$ cat config.mk
export PLATFORM = sky130hd
export DESIGN_NAME = scp_device_flat
export DESIGN_NICKNAME = d
export VERILOG_FILES = /design/src/include/scp_pkg.sv /design/src/include/scp_if.sv /design/src/verilog/scp_device.sv /design/src/verilog/scp_sync.sv /design/src/flat_wrapper.sv
export SDC_FILE = /design/constraint.sdc
export NUM_CORES = 1
export LEC_CHECK = 0
export BUFFER_PORTS_ARGS = -buffer_cell sky130_fd_sc_hd__buf_4
export CAP_MARGIN = 15
export CORE_MARGIN = 8
export CORE_UTILIZATION = 50
export CTS_BUF_LIST = sky130_fd_sc_hd__clkbuf_8
export DETAILED_ROUTE_END_ITERATION = 7
export PLACE_DENSITY = 0.68
export SYNTH_ARGS = -nofsm -noshare
export SYNTH_HDL_FRONTEND = slang
export SYNTH_SLANG_ARGS = --single-unit
$ cat constraint.sdc
create_clock -name clk -period 1.62 [get_ports clk]
set_input_delay 0.081 -clock clk [delete_from_list [all_inputs] [get_ports clk]]
set_output_delay 0.081 -clock clk [all_outputs]
set_load 0.02 [all_outputs]
$ cat src/include/scp_pkg.sv
// Shared constants, types and helpers of the serial control port
package scp_pkg;
	// ----------------------------------------------------------------
	// Frame layout
	// ----------------------------------------------------------------
	localparam int SCP_ADDR_W = 7;
	localparam int SCP_DATA_W = 8;
	localparam int SCP_XFER_BITS = 16;
	localparam int SCP_HDR_BITS = 8;
	// ----------------------------------------------------------------
	// Register offsets
	// ----------------------------------------------------------------
	localparam logic [6:0] SCP_OFS_CLKCTL = 7'h00;
	localparam logic [6:0] SCP_OFS_SPDIF = 7'h03;
	localparam logic [6:0] SCP_OFS_PBK = 7'h04;
	localparam logic [6:0] SCP_OFS_AUX = 7'h05;
	// ----------------------------------------------------------------
	// Field positions
	// ----------------------------------------------------------------
	localparam int SCP_SRCDIV_LSB = 6;
	localparam int SCP_CLK2DIV_LSB = 4;
	localparam int SCP_CLK1DIV_LSB = 2;
	localparam int SCP_MCLKSEL_LSB = 0;
	localparam int SCP_SPDIF_OUT_SOURCE_SELECT_BIT = 0;
	localparam int SCP_CLKSRC_LSB = 3;
	localparam int SCP_FMT_LSB = 0;
	// ----------------------------------------------------------------
	// Reset values and writable bits
	// ----------------------------------------------------------------
	localparam logic [7:0] SCP_RST_CLKCTL = 8'h00;
	localparam logic [7:0] SCP_RST_SPDIF = 8'h00;
	localparam logic [7:0] SCP_RST_PBK = 8'h00;
	localparam logic [7:0] SCP_RST_AUX = 8'h00;
	localparam logic [7:0] SCP_WM_CLKCTL = 8'hFF;
	localparam logic [7:0] SCP_WM_SPDIF = 8'h01;
	localparam logic [7:0] SCP_WM_PORT = 8'h1F;
	// ----------------------------------------------------------------
	// Timing
	// ----------------------------------------------------------------
	localparam int SCP_CLK_PERIOD_NS = 100;
	localparam int SCP_SCLK_HALF_NS = 500;
	localparam int SCP_SCLK_HALF_CYC = (SCP_SCLK_HALF_NS + SCP_CLK_PERIOD_NS - 1) / SCP_CLK_PERIOD_NS;
	// ----------------------------------------------------------------
	// Field encodings
	// ----------------------------------------------------------------
	typedef enum logic [1:0] {SCP_DIV_1, SCP_DIV_1P5, SCP_DIV_2, SCP_DIV_3} scp_div_t;
	typedef enum logic [1:0] {SCP_MCLK_INTERNAL_CLOCK_ONE, SCP_MCLK_INTERNAL_CLOCK_TWO, SCP_MCLK_PLL512, SCP_MCLK_PLL256} scp_mclk_t;
	typedef enum logic [1:0] {SCP_SRC_SLAVE, SCP_SRC_PLL, SCP_SRC_INTERNAL_CLOCK_ONE, SCP_SRC_INTERNAL_CLOCK_TWO} scp_clksrc_t;
	localparam logic [2:0] SCP_FMT_LJ = 3'h0;
	localparam logic [2:0] SCP_FMT_I2S = 3'h1;
	localparam logic [2:0] SCP_FMT_RJ24 = 3'h4;
	localparam logic [2:0] SCP_FMT_RJ16 = 3'h7;

	// Bits that may hold a one; all others are reserved
	function automatic logic [7:0] scp_wmask(input logic [6:0] a);
		case (a)
			SCP_OFS_CLKCTL: scp_wmask = SCP_WM_CLKCTL;
			SCP_OFS_SPDIF: scp_wmask = SCP_WM_SPDIF;
			SCP_OFS_PBK, SCP_OFS_AUX: scp_wmask = SCP_WM_PORT;
			default: scp_wmask = 8'h00;
		endcase
	endfunction : scp_wmask

	// Format codes 010 and 011 are undefined
	function automatic logic scp_fmt_reserved(input logic [2:0] f);
		scp_fmt_reserved = (f[2:1] == 2'b01);
	endfunction : scp_fmt_reserved
endpackage : scp_pkg

$ cat src/include/scp_if.sv
// Four-wire serial control link between host and device
`timescale 1ns/1ps
interface scp_if;
	logic control_serial_clock;
	logic transfer_framing_strobe;
	logic control_serial_in;
	logic control_serial_out;

	modport host_mp (
		output control_serial_clock,
		output transfer_framing_strobe,
		output control_serial_in,
		input control_serial_out
	);
	modport dev_mp (
		input control_serial_clock,
		input transfer_framing_strobe,
		input control_serial_in,
		output control_serial_out
	);
endinterface : scp_if

$ cat src/verilog/scp_device.sv
// Device end: serial control port slave with its clock and port registers
`timescale 1ns/1ps
module scp_device
	import scp_pkg::*;
(
	input wire logic clk,
	input wire logic sys_rst,
	scp_if.dev_mp link,
	input wire logic spdif_transmitter,
	input wire logic spdif_receive_in,
	output logic spdif_transmit_out,
	output logic [1:0] rate_converter_clock_divider,
	output logic [1:0] internal_clock_two_divider,
	output logic [1:0] internal_clock_one_divider,
	output logic [1:0] rate_converter_clock_select,
	output logic spdif_out_source_select,
	output logic [1:0] playback_port_clock_source,
	output logic [2:0] playback_serial_format_select,
	output logic playback_clocks_oe_n,
	output logic playback_format_reserved,
	output logic [1:0] aux_in_port_clock_source,
	output logic [2:0] aux_in_serial_format_select,
	output logic aux_in_clocks_oe_n,
	output logic aux_in_format_reserved
);
	// ----------------------------------------------------------------
	// State
	// ----------------------------------------------------------------
	localparam int SLOT_CLK = 0;
	localparam int SLOT_SPDIF = 1;
	localparam int SLOT_PBK = 2;
	localparam int SLOT_AUX = 3;

	typedef struct packed {
		logic strb_q;
		logic sck_q;
		logic hdr;
		logic rw;
		logic [2:0] cnt;
		logic [6:0] addr;
		logic [7:0] shin;
		logic [7:0] shout;
		logic sdo;
		logic txo;
		logic [3:0][7:0] regs;
	} scp_dev_st_t;

	scp_dev_st_t s_r;
	scp_dev_st_t s_nxt;
	logic [3:0] pins_s;
	logic strb_s;
	logic sck_s;
	logic sdi_s;
	logic rx_s;
	logic strb_fall;
	logic sck_rise;
	logic sck_fall;
	logic [7:0] din;
	logic [7:0] rd;
	logic [2:0] slot;
	// Last bit of the current byte is on the wire
	logic byte_done;

	// Map an address to {hit, slot}
	function automatic logic [2:0] reg_slot(input logic [6:0] a);
		case (a)
			SCP_OFS_CLKCTL: reg_slot = {1'b1, 2'(SLOT_CLK)};
			SCP_OFS_SPDIF: reg_slot = {1'b1, 2'(SLOT_SPDIF)};
			SCP_OFS_PBK: reg_slot = {1'b1, 2'(SLOT_PBK)};
			SCP_OFS_AUX: reg_slot = {1'b1, 2'(SLOT_AUX)};
			default: reg_slot = 3'h0;
		endcase
	endfunction : reg_slot

	// Block accesses walk upward through the map and wrap at the top
	function automatic logic [6:0] addr_step(input logic [6:0] a);
		addr_step = a + 7'h01;
	endfunction : addr_step

	// ----------------------------------------------------------------
	// Pin synchronisers
	// ----------------------------------------------------------------
	scp_sync #(
		.W(4),
		.RST_VAL(4'h3)
	) u_sync (
		.clk(clk),
		.sys_rst(sys_rst),
		.d({spdif_receive_in, link.control_serial_in, link.control_serial_clock, link.transfer_framing_strobe}),
		.q(pins_s)
	);

	assign strb_s = pins_s[0];
	assign sck_s = pins_s[1];
	assign sdi_s = pins_s[2];
	assign rx_s = pins_s[3];
	assign strb_fall = s_r.strb_q & ~strb_s;
	assign sck_rise = ~s_r.sck_q & sck_s;
	assign sck_fall = s_r.sck_q & ~sck_s;
	assign byte_done = (s_r.cnt == 3'h7);

	// ----------------------------------------------------------------
	// Next state
	// ----------------------------------------------------------------
	always_comb begin
		s_nxt = s_r;
		din = {s_r.shin[6:0], sdi_s};
		slot = reg_slot(s_r.addr);
		rd = slot[2] ? s_r.regs[slot[1:0]] : 8'h00;
		s_nxt.strb_q = strb_s;
		s_nxt.sck_q = sck_s;
		s_nxt.txo = s_r.regs[SLOT_SPDIF][SCP_SPDIF_OUT_SOURCE_SELECT_BIT] ? rx_s : spdif_transmitter;
		if (strb_s || strb_fall) begin
			s_nxt.hdr = 1'b0;
			s_nxt.cnt = 3'h0;
			s_nxt.sdo = 1'b0;
		end else if (sck_rise) begin
			s_nxt.cnt = s_r.cnt + 3'h1;
			if (!s_r.hdr) begin
				s_nxt.shin = din;
				if (byte_done) begin
					s_nxt.addr = din[7:1];
					s_nxt.rw = din[0];
					s_nxt.hdr = 1'b1;
				end
			end else if (!s_r.rw) begin
				s_nxt.shin = din;
				if (byte_done) begin
					if (slot[2]) begin
						s_nxt.regs[slot[1:0]] = din & scp_wmask(s_r.addr);
					end
					s_nxt.addr = addr_step(s_r.addr);
				end
			end else if (byte_done) begin
				s_nxt.addr = addr_step(s_r.addr);
			end
		end else if (sck_fall && s_r.hdr && s_r.rw) begin
			// Serial input is not looked at here
			if (s_r.cnt == 3'h0) begin
				s_nxt.sdo = rd[7];
				s_nxt.shout = {rd[6:0], 1'b0};
			end else begin
				s_nxt.sdo = s_r.shout[7];
				s_nxt.shout = {s_r.shout[6:0], 1'b0};
			end
		end
	end

	// ----------------------------------------------------------------
	// Registers
	// ----------------------------------------------------------------
	always_ff @(posedge clk) begin
		if (sys_rst) begin
			s_r <= '0;
			s_r.strb_q <= 1'b1;
			s_r.sck_q <= 1'b1;
			s_r.regs[SLOT_CLK] <= SCP_RST_CLKCTL;
			s_r.regs[SLOT_SPDIF] <= SCP_RST_SPDIF;
			s_r.regs[SLOT_PBK] <= SCP_RST_PBK;
			s_r.regs[SLOT_AUX] <= SCP_RST_AUX;
		end else begin
			s_r <= s_nxt;
		end
	end

	// ----------------------------------------------------------------
	// Outputs
	// ----------------------------------------------------------------
	assign link.control_serial_out = s_r.sdo;
	assign spdif_transmit_out = s_r.txo;
	assign rate_converter_clock_divider = s_r.regs[SLOT_CLK][SCP_SRCDIV_LSB +: 2];
	assign internal_clock_two_divider = s_r.regs[SLOT_CLK][SCP_CLK2DIV_LSB +: 2];
	assign internal_clock_one_divider = s_r.regs[SLOT_CLK][SCP_CLK1DIV_LSB +: 2];
	assign rate_converter_clock_select = s_r.regs[SLOT_CLK][SCP_MCLKSEL_LSB +: 2];
	assign spdif_out_source_select = s_r.regs[SLOT_SPDIF][SCP_SPDIF_OUT_SOURCE_SELECT_BIT];
	assign playback_port_clock_source = s_r.regs[SLOT_PBK][SCP_CLKSRC_LSB +: 2];
	assign playback_serial_format_select = s_r.regs[SLOT_PBK][SCP_FMT_LSB +: 3];
	assign aux_in_port_clock_source = s_r.regs[SLOT_AUX][SCP_CLKSRC_LSB +: 2];
	assign aux_in_serial_format_select = s_r.regs[SLOT_AUX][SCP_FMT_LSB +: 3];
	assign playback_clocks_oe_n = (playback_port_clock_source == SCP_SRC_SLAVE);
	assign aux_in_clocks_oe_n = (aux_in_port_clock_source == SCP_SRC_SLAVE);
	assign playback_format_reserved = scp_fmt_reserved(playback_serial_format_select);
	assign aux_in_format_reserved = scp_fmt_reserved(aux_in_serial_format_select);
endmodule : scp_device

$ cat src/verilog/scp_sync.sv
// Two-flop synchroniser for asynchronous pin inputs
`timescale 1ns/1ps
module scp_sync #(
	parameter int W = 1,
	parameter logic [W-1:0] RST_VAL = '0
) (
	input wire logic clk,
	input wire logic sys_rst,
	input wire logic [W-1:0] d,
	output logic [W-1:0] q
);
	typedef struct packed {
		logic [W-1:0] meta;
		logic [W-1:0] q;
	} scp_sync_st_t;

	scp_sync_st_t s_r;
	scp_sync_st_t s_nxt;

	always_comb begin
		s_nxt.meta = d;
		s_nxt.q = s_r.meta;
	end

	always_ff @(posedge clk) begin
		if (sys_rst) begin
			s_r <= {RST_VAL, RST_VAL};
		end else begin
			s_r <= s_nxt;
		end
	end

	assign q = s_r.q;
endmodule : scp_sync

$ cat src/flat_wrapper.sv
// flat-port wrapper written by rule: the top's interface ports become plain ports
module scp_device_flat import scp_pkg::*;
  (clk, sys_rst, spdif_transmitter, spdif_receive_in, spdif_transmit_out, rate_converter_clock_divider, internal_clock_two_divider, internal_clock_one_divider, rate_converter_clock_select, spdif_out_source_select, playback_port_clock_source, playback_serial_format_select, playback_clocks_oe_n, playback_format_reserved, aux_in_port_clock_source, aux_in_serial_format_select, aux_in_clocks_oe_n, aux_in_format_reserved, link_control_serial_clock, link_transfer_framing_strobe, link_control_serial_in, link_control_serial_out);
  scp_if link_i ();
  input wire logic clk;
  input wire logic sys_rst;
  input wire logic spdif_transmitter;
  input wire logic spdif_receive_in;
  output logic spdif_transmit_out;
  output logic [1:0] rate_converter_clock_divider;
  output logic [1:0] internal_clock_two_divider;
  output logic [1:0] internal_clock_one_divider;
  output logic [1:0] rate_converter_clock_select;
  output logic spdif_out_source_select;
  output logic [1:0] playback_port_clock_source;
  output logic [2:0] playback_serial_format_select;
  output logic playback_clocks_oe_n;
  output logic playback_format_reserved;
  output logic [1:0] aux_in_port_clock_source;
  output logic [2:0] aux_in_serial_format_select;
  output logic aux_in_clocks_oe_n;
  output logic aux_in_format_reserved;
  input wire logic [$bits(link_i.control_serial_clock)-1:0] link_control_serial_clock;
  input wire logic [$bits(link_i.transfer_framing_strobe)-1:0] link_transfer_framing_strobe;
  input wire logic [$bits(link_i.control_serial_in)-1:0] link_control_serial_in;
  output wire logic [$bits(link_i.control_serial_out)-1:0] link_control_serial_out;
  assign link_i.control_serial_clock = link_control_serial_clock;
  assign link_i.transfer_framing_strobe = link_transfer_framing_strobe;
  assign link_i.control_serial_in = link_control_serial_in;
  assign link_control_serial_out = link_i.control_serial_out;
  scp_device u_core (.clk(clk), .sys_rst(sys_rst), .link(link_i), .spdif_transmitter(spdif_transmitter), .spdif_receive_in(spdif_receive_in), .spdif_transmit_out(spdif_transmit_out), .rate_converter_clock_divider(rate_converter_clock_divider), .internal_clock_two_divider(internal_clock_two_divider), .internal_clock_one_divider(internal_clock_one_divider), .rate_converter_clock_select(rate_converter_clock_select), .spdif_out_source_select(spdif_out_source_select), .playback_port_clock_source(playback_port_clock_source), .playback_serial_format_select(playback_serial_format_select), .playback_clocks_oe_n(playback_clocks_oe_n), .playback_format_reserved(playback_format_reserved), .aux_in_port_clock_source(aux_in_port_clock_source), .aux_in_serial_format_select(aux_in_serial_format_select), .aux_in_clocks_oe_n(aux_in_clocks_oe_n), .aux_in_format_reserved(aux_in_format_reserved));
endmodule
== After elaboration in Yosys (flattened, before gate mapping) ==
Index checks and enable logic that the tools add are counted.

* $add $sub $neg: 2
* Multipliers: 0
* Div/mod/pow operators: 0
* Order comparisons: 2
* Equal/unequal tests: 7
* Shifts and indexed selects: 0
* Mux-type cells: 22
* Bitwise operators: 11
* Reduce and logical (&&, ||, !) cells: 16

{| class="wikitable"
|+ Operators by type and width
! kind !! number
|-
| 8-bit two-way mux || 10
|-
| 32-bit bitwise mux || 1
|-
| 8-bit case mux with 3 select lines || 1
|-
| 8-bit binary-select mux with 2-bit select || 1
|-
| 8-bit demux with 2-bit select || 1
|-
| 15-bit two-way mux || 1
|-
| 7-bit by 3-bit == test with 1-bit output, second input constant || 2
|-
| 7-bit two-way mux || 2
|-
| 3-bit case mux with 4 select lines || 1
|-
| 9-bit two-way mux || 1
|-
| 3-bit AND reduction || 3
|-
| 8-bit AND || 1
|-
| 7-bit by 1-bit adder with 7-bit output, second input constant || 1
|-
| 7-bit by 2-bit == test with 1-bit output, second input constant || 1
|-
| 7-bit zero test || 1
|-
| 1-bit inverter || 7
|-
| 6-bit AND reduction || 1
|-
| 2-bit by 1-bit == test with 1-bit output, second input constant || 2
|-
| 2-bit zero test || 2
|-
| 2-bit two-way mux || 2
|-
| 4-bit AND reduction || 1
|-
| 2-bit OR reduction || 2
|-
| 3-bit by 1-bit adder with 3-bit output, second input constant || 1
|-
| 1-bit AND || 3
|-
| other kinds (9) || 11
|}

* Register bits: 71
* Latch bits: 0
* Memory bits (writable): 0
* ROM bits: 0
* Input bits: 7
* Output and inout port bits: 25
* Logic and storage cells: 76
* Memories: 0

== Depth between registers and ports, before layout ==
Gate-level depths: netlist of the first run.

* Depth in word-level cells: 11
* Depth in mapped cells: 8
* Gate-level depth less buffers: 6

== By module ==
From an unflattened synthesis of the first run, not the netlist that was laid out.

* Cell total of the unflattened synthesis: 382
* Area total of the unflattened synthesis: 3342.0 um^2

{| class="wikitable"
|+ Modules (own cells, without submodules)
! module !! times used !! cells each !! area each (um^2) !! seq. area each (um^2)
|-
| scp_device || 1 || 366 || 3131.8 || 1241.2
|-
| scp_sync || 1 || 16 || 210.2 || 160.2
|}

== Worst setup path before layout of the first run ==
OpenSTA, ideal clock, no wires.

* Path type: reg2reg
* Start: register u_core.s_r[50] (netlist name)
* End: register u_core.s_r (netlist bit u_core.link.control_serial_out)
* Setup time: 0.095 ns
* Arrival: 1.654 ns
* Data required time: 1.525 ns
* Path slack: -0.130 ns
* Stages on the path, launching flop included: 8
* Buffers on the path: 1
* Period minus slack after synthesis: 1.750 ns
* Path through: dfxtp_1 > inv_1 > ha_1 > or3b_1 > clkbuf_1 > a31oi_1 > o31ai_1 > a221oi_1

* Cells in the longest elaborated chain, start to end: 6
* Elaborated cells on any way between the ends: 9
* Those cells by class: eq/ne (3); mux (5); reduce/logical (1)

{| class="wikitable"
|+ RTL lines
! what !! RTL line !! source
|-
| start: declaration || scp_device.sv:48 || <nowiki>scp_dev_st_t s_r;</nowiki>
|-
| start signal: assignment || scp_device.sv:162 || <nowiki>s_r <= s_nxt;</nowiki>
|-
| 7-bit by 3-bit == test with 1-bit output, or another cell as far along || scp_device.sv:66 || <nowiki>case (a)</nowiki>
|-
| 3-bit case mux with 4 select lines * || scp_device.sv:66 ||
|-
| 8-bit binary-select mux with 2-bit select || scp_device.sv:109 || <nowiki>rd = slot[2] ? s_r.regs[slot[1:0]] : 8'h00;</nowiki>
|-
| 8-bit two-way mux (implied by the code) || scp_device.sv:109 ||
|-
| 8-bit two-way mux * || scp_device.sv:109 ||
|-
| 9-bit two-way mux * || scp_device.sv:139 || <nowiki>if (s_r.cnt == 3'h0) begin</nowiki>
|}

Mark *: on every way between the ends. The rest lies on a longest branch, timed or not. The select of a mux whose other input is x is not followed.
A chain may end at the register's enable or synchronous reset.

== Final worst setup path of the first run ==
* Start: register u_core.s_r[54] (netlist name)
* End: register u_core.s_r[13] (netlist name)

* Cells in the longest elaborated chain, start to end: 11
* Elaborated cells on any way between the ends: 21
* Those cells by class: order compare (2); eq/ne (3); mux (11); bitwise (1); reduce/logical (4)

{| class="wikitable"
|+ RTL lines
! what !! RTL line !! source
|-
| 7-bit by 3-bit == test with 1-bit output || scp_pkg.sv:56, scp_device.sv:66 ||
|-
| 2-bit OR reduction || scp_pkg.sv:56 || <nowiki>case (a)</nowiki>
|-
| 8-bit case mux with 3 select lines || scp_pkg.sv:56 ||
|-
| 8-bit two-way mux || scp_device.sv:129 || <nowiki>if (slot[2]) begin</nowiki>
|-
| 8-bit two-way mux || scp_device.sv:128 || <nowiki>if (byte_done) begin</nowiki>
|-
| 8-bit two-way mux || scp_device.sv:126 || <nowiki>end else if (!s_r.rw) begin</nowiki>
|-
| 8-bit two-way mux || scp_device.sv:119 || <nowiki>if (!s_r.hdr) begin</nowiki>
|-
| 8-bit two-way mux || scp_device.sv:117 || <nowiki>end else if (sck_rise) begin</nowiki>
|-
| 8-bit two-way mux || scp_device.sv:113 || <nowiki>if (strb_s || strb_fall) begin</nowiki>
|-
| 8-bit AND || scp_device.sv:130 || <nowiki>s_nxt.regs[slot[1:0]] = din & scp_wmask(s_r.addr);</nowiki>
|-
| 32-bit bitwise mux || scp_device.sv:130 ||
|}

Several ways; a longest one is shown, not always the timed one. The select of a mux whose other input is x is not followed.

==> flow_metrics.py, run 1 <==
metrics = {
    "route": {
        "drtIter0Drc": 240,
        "drc_errors": 0,
        "drt_pass1_iterations": 5,
        "routed_wl_mm": 9.39,
        "vias_per_cell": 5.75,
        "wl_per_cell_um": 16.9,
        "vias": 3199,
        "ant_nets": 0,
    },
    "finish": {
        "drive_gt1_share_pct": 31.1,
        "seq_area_um2": 1410,
        "nNetsFinal": 484,
        "multiInputGateArea_um2": 1880,
        "fin_cells": 556,
        "n_fill_cell": 532,
        "syn2layout_area_growth_pct": 29.5,
        "diodes": 0,
        "final_cell_area_um2": 4440,
        "fin_util_pct": 66.0,
    },
    "floorplanning": {
        "dieArea_um2": 9760,
        "die_height_um": 98.8,
        "core_area_um2": 6720,
        "rows": 30,
        "start_util_pct": 51.0,
        "dieWidth_um": 98.8,
        "io_pins": 32,
    },
    "synthesis": {
        "async_flop_share_pct": 0,
        "syn-cell-area_um2": 3430,
        "synthesis.nets": 428,
        "yosys_register_bits": 70,
        "avgSynthCellArea_um2": 8.25,
        "synth_enable_flop_cells": 0,
        "yosysSeqAreaShare_pct": 40.9,
        "ys_warn_count": 0,
        "syn_inst": 415,
        "ys.flop_type": "dfxtp_1",
        "synth_cell_types": 47,
    },
    "worst_setup_path": {
        "crit_slowest_cell": "or4_4",
        "cp_cell_sequence": "or4_4, buf_12, nor4b_4, nand2_1, o21ai_0",
        "critPathRequiredTime_ns": 1.89,
        "worstSetupStartpointType": "flip-flop",
        "arrival_ns": 2.06,
        "cp_max_fo": 6,
        "end_kind": "flip-flop",
        "crit_type": "flip-flop to flip-flop",
        "crit_path_max_incr_delay_ns": 0.55,
    },
    "power_and_ir_drop": {
        "ir_worst_vdd_mv": 0.395,
        "p_per_area_nw_per_um2": 790,
        "cellLeakagePower_nw": 1.61,
    },
    "sta": {
        "finalSetupViolations": 31,
        "worst_slack_ns": -0.166,
        "final.setup.tns_ns": -3.40,
        "grt_setup_unrepaired": "true",
        "post-route-min-period_ns": 1.79,
        "maxSlewHeadroom_pct": 65.1,
        "final-hold-violation-count": 0,
        "report.final.slew_viol_count": 0,
        "fmax_mhz": 560,
        "worst_pin_slew_ns": 0.523,
        "skew_ns": 0.00803,
        "finalCritPeriodShare_pct": 110,
        "hold_slack_ns": 0.219,
    },
    "outcome": {
        "outcome": "finished with violations",
        "violations": "setup timing",
    },
    "flow_run": {
        "drv_cap": 0,
    },
    "place": {
        "io_buffers": 31,
        "dpl.cell_count": 523,
        "dpl.hpwl_mm": 6.33,
        "gp_congestion": 0.919,
        "placed_area_um2": 3850,
    },
    "clock_network": {
        "cts_tree": "done",
        "clock_sinks": 70,
        "cts_max_path_buffers": 2,
        "cts_root_buffer": "clkbuf_8",
        "cts_made_buffers": 9,
        "clock_latency_ns": 0.35,
        "htree_levels": 3,
        "cts.clk_slew.worst_paths_ns": 0.08,
    },
    "global_routing": {
        "grt_pass1_vias": 2837,
        "antenna_found_initial": 0,
        "grt_max_degree": 45,
        "gr-total-overflow": 0,
        "grt_usage_pct": 18.4,
        "grt_pass1_wl_mm": 14.4,
    },
    "hold_path": {
        "hp-class": "input port to flip-flop",
    },
}
placed cells by master (no fill, tap or decap), types with 4 or more instances in the layout:
cell type      count
nand4b_1           9
dlygate4sd3_1      5
a31oi_1           13
nor2b_1           24
nand3_1           20
or2_2              7
nor3b_1            4
clkbuf_8           9
nand2b_1           7
o21ai_1           21
o21ai_2            5
dfxtp_1           66
buf_6             12
nand3b_1           8
nor2_1            23
o21ai_0           27
nand2_2            4
inv_1             14
buf_4             73
nand2_1           21
a211oi_1           6
a21oi_1           26
mux2i_1            7
cell families (layout without fill, tap and decap cells):
family | after synthesis | count (layout) | synth area share [%]
compound gates | 114 | 114 | 19.2
fa+ha+maj | 6 | 6 | 2.19
mux | 8 | 8 | 2.37
simple gates | 155 | 155 | 26.2
xor+xnor | 1 | 1 | 0.256
buf+inv | 61 | 122 | 8.87
flops | 70 | 70 | 40.9
per-stage QoR:
step | setup WS (ns) | total power [mW]
4_1_cts | -0.148 | 3.52
3_3_place_gp | -0.188 | 1.84
6_report | -0.166 | 3.51
3_5_place_dp | -0.211 | 1.85
5_1_grt | -0.210 | 3.59
2_1_floorplan | 0.00598 | 1.82
cell usage after synthesis (6+ instances only):
cell      count  area [um^2]
ha_1          6         75.1
a211oi_1      7         52.6
or2_2         7         43.8
a21oi_1      27          135
nand2b_1      7         43.8
nand3_1      20          100
o21ai_0      52          260
dfxtp_1      70         1400
nand3b_1      8         60.1
inv_1        15         56.3
nor2b_1      24          150
nor2_1       25         93.8
nor3b_1       6         45.0
nand4b_1      9         78.8
mux2i_1       7         70.1
buf_4        18          135
a31oi_1      14         87.6
clkbuf_1     21         78.8
nand2_1      25         93.8
timing repair:
item	CTS	global route
pin swaps	21	14
gates resized for setup	35	40
endpoints found under the hold margin	5	0
hold buffers	5	0
endpoints found under the setup margin	36	45
setup buffers	10	2
worst max-delay path: cells and delay by family, from the launching register on:
kind | cells | cell delay [ns]
buffers and inverters | 1 | 0.16
flip-flops | 1 | 0.35
AND/OR/NAND/NOR | 3 | 1.02
AO/OA/AOI/OAI | 1 | 0.18
power breakdown:
group	internal, mW	total [mW]	leakage (nW)	switching, mW
Sequential	1.73	1.73	0.569	0.00585
Combinational	0.0376	0.0827	0.925	0.0451
Clock	1.01	1.69	0.117	0.676
layout make-up:
type / count / area share [%]
Sequential cell: 70 / 31.8
Multi-Input combinational cell: 284 / 42.3
Tap cell: 80 / 2.26
Clock buffer: 9 / 2.79
Clock inverter: 7 / 2.57
Inverter: 15 / 1.27
Timing Repair Buffer: 91 / 17.0
flip-flops by register name, summed over array words and instances, names as in the netlist:
| name | flops |
|---|---|
| u_core.u_sync.s_nxt | 4 |
| u_core.aux_in_port_clock_source | 2 |
| u_core.playback_serial_format_select | 3 |
| u_core.internal_clock_two_divider | 2 |
| u_core.playback_port_clock_source | 2 |
| u_core.s_r | 34 |
| u_core.internal_clock_one_divider | 2 |
| u_core.link.control_serial_out | 1 |
| u_core.spdif_out_source_select | 1 |
| u_core.aux_in_serial_format_select | 3 |
| u_core.din | 7 |
| u_core.u_sync.q | 4 |
| u_core.rate_converter_clock_select | 2 |
| u_core.rate_converter_clock_divider | 2 |
| u_core.spdif_transmit_out | 1 |
final timing paths:
| kind | slack [ns] | cells past startpoint | endpoint | startpoint |
|---|---|---|---|---|
| worst max-delay path | -0.17 | 5 | u_core.s_r[13] | u_core.s_r[54] |
| worst min-delay path | 0.22 | 2 | u_core.s_r[35] | sys_rst |
| worst max register to register | -0.17 | 5 | u_core.s_r[13] | u_core.s_r[54] |
| worst min register to register | 0.42 | 1 | u_core.u_sync.q[1] | u_core.u_sync.s_nxt[1] |
layer usage:
layer  track usage [%]  part of all wire [%]  up-vias
met5                 0                     0        -
met4              8.50                   2.0        0
met3              3.74                   6.3       17
met2              28.3                    46      108
met1              24.0                    45     1517
li1                  -                     -     1557
(Power assumes the default switching activity.)
==> run 2, diff against run 1 <==
Settings changed: CORE_UTILIZATION 50 to 55, PLACE_DENSITY 0.68 to 0.74.
==> flow_metrics.py, run 2 (synthesis results as in run 1) <==
metrics = {
    "outcome": {
        "outcome": "finished with violations",
        "violations": "setup timing",
    },
    "global_routing": {
        "grt_pass1_wl_mm": 15.7,
        "antenna_found_initial": 0,
        "grt_pass1_vias": 3098,
        "gr-total-overflow": 0,
        "grt_max_degree": 35,
        "grt_usage_pct": 22.2,
    },
    "finish": {
        "nNetsFinal": 482,
        "syn2layout_area_growth_pct": 29.5,
        "fin_util_pct": 74.5,
        "final_cell_area_um2": 4440,
        "top_register": "u_core.s_r",
        "layout_commonest_cell": "buf_4",
        "final_cell_mix": "buf_4 (73), dfxtp_1 (63), a21oi_1 (27), nor2_1 (24), nor2b_1 (24)",
        "drive_gt1_share_pct": 34.7,
        "largest_reg_flops": 34,
        "diodes": 0,
    },
    "worst_setup_path": {
        "cp_max_fo": 5,
        "arrival_ns": 2.07,
        "end_kind": "flip-flop",
        "critPathRequiredTime_ns": 1.89,
        "worstSetupStartpointType": "flip-flop",
        "crit_type": "flip-flop to flip-flop",
    },
    "floorplanning": {
        "io_pins": 32,
        "start_util_pct": 57.5,
        "core_area_um2": 5960,
        "dieArea_um2": 9010,
        "dieWidth_um": 94.9,
        "die_height_um": 94.9,
        "rows": 28,
    },
    "hold_path": {
        "hp-class": "input port to flip-flop",
    },
    "clock_network": {
        "clock_sinks": 70,
        "cts_root_buffer": "clkbuf_8",
        "clock_latency_ns": 0.35,
        "cts_max_path_buffers": 2,
        "cts_tree": "done",
        "cts.clk_slew.worst_paths_ns": 0.07,
        "cts_made_buffers": 9,
        "htree_levels": 3,
    },
    "sta": {
        "worst_slack_ns": -0.182,
        "grt_setup_unrepaired": "true",
        "hold_slack_ns": 0.171,
        "skew_ns": 0.00797,
        "worst_pin_slew_ns": 0.413,
        "post-route-min-period_ns": 1.80,
        "finalCritPeriodShare_pct": 111,
        "finalSetupViolations": 30,
        "final.setup.tns_ns": -3.65,
        "final-hold-violation-count": 0,
        "maxSlewHeadroom_pct": 72.5,
        "fmax_mhz": 555,
        "report.final.slew_viol_count": 0,
    },
    "place": {
        "dpl.hpwl_mm": 6.31,
        "gp_congestion": 0.923,
        "placed_area_um2": 3810,
        "io_buffers": 31,
    },
    "route": {
        "vias": 3290,
        "drt_pass1_iterations": 5,
        "drtIter0Drc": 299,
        "wl_per_cell_um": 18.2,
        "ant_nets": 0,
        "routed_wl_mm": 9.98,
        "vias_per_cell": 6.00,
        "drc_errors": 0,
    },
    "power_and_ir_drop": {
        "ir_worst_vdd_mv": 0.646,
        "total_power_mw": 3.22,
        "cellLeakagePower_nw": 1.63,
        "p_per_area_nw_per_um2": 726,
    },
    "flow_run": {
        "drv_cap": 0,
    },
}
run 2: cell types whose count changed in the layout (fill, tap and decap cells not counted), sizes merged:
cell      previous run  this run
clkbuf               9        10
buf                 86        84
clkinvlp             2         1
clkinv               1         2
bufinv               3         1
run 2: final timing paths:
path	startpoint	end	slack, ns	depth (start not counted)
min	sys_rst	u_core.s_r[35]	0.17	2
min reg2reg	u_core.u_sync.s_nxt[1]	u_core.u_sync.q[1]	0.41	1
max	u_core.s_r[54]	u_core.s_r[41]	-0.18	7
max reg2reg	u_core.s_r[54]	u_core.s_r[41]	-0.18	7
run 2: layout make-up:
| cell class | instances | area (um^2) |
|---|---|---|
| clock buffer | 10 | 138 |
| clock inverter | 5 | 51.3 |
| fill | 432 | 1520 |
| inverter | 15 | 56.3 |
| multi-input combinational | 284 | 1950 |
| sequential | 70 | 1410 |
| tap | 75 | 93.8 |
| timing repair buffer | 89 | 739 |
run 2: critical path, stage by stage (launching register included):
cell	delay, ns
dfxtp_2	0.34
or4_4	0.57
buf_6	0.15
a211oi_4	0.18
buf_6	0.15
buf_6	0.09
o21ai_2	0.05
a211oi_2	0.19
run 2: metrics by stage:
step | std cells | setup WS [ns]
2_1_floorplan | 415 | 0.00598
3_3_place_gp | 512 | -0.221
3_5_place_dp | 512 | -0.229
4_1_cts | 545 | -0.142
5_1_grt | 548 | -0.288
6_report | 548 | -0.182
run 2: per-layer routing:
layer	GRT usage (%)	vias to the layer above	part of all wire, %
li1	-	1551	-
met1	29.2	1568	43
met2	34.7	143	48
met3	3.73	28	7.1
met4	10.0	0	2.3
met5	0	-	0
run 2: power breakdown:
group	total (mW)	switching [mW]	leakage [nW]	internal, mW
clock	1.40	0.662	0.0993	0.733
combinational	0.0862	0.0479	0.958	0.0383
sequential	1.74	0.00732	0.568	1.73
run 2: what timing repair did:
item / in CTS / in global routing
gates resized for setup: 32 / 64
setup buffers: 13 / 3
pin swaps: 16 / 13
setup endpoints to repair: 34 / 47
endpoints found under the hold margin: 5 / 0
hold buffers: 5 / 0
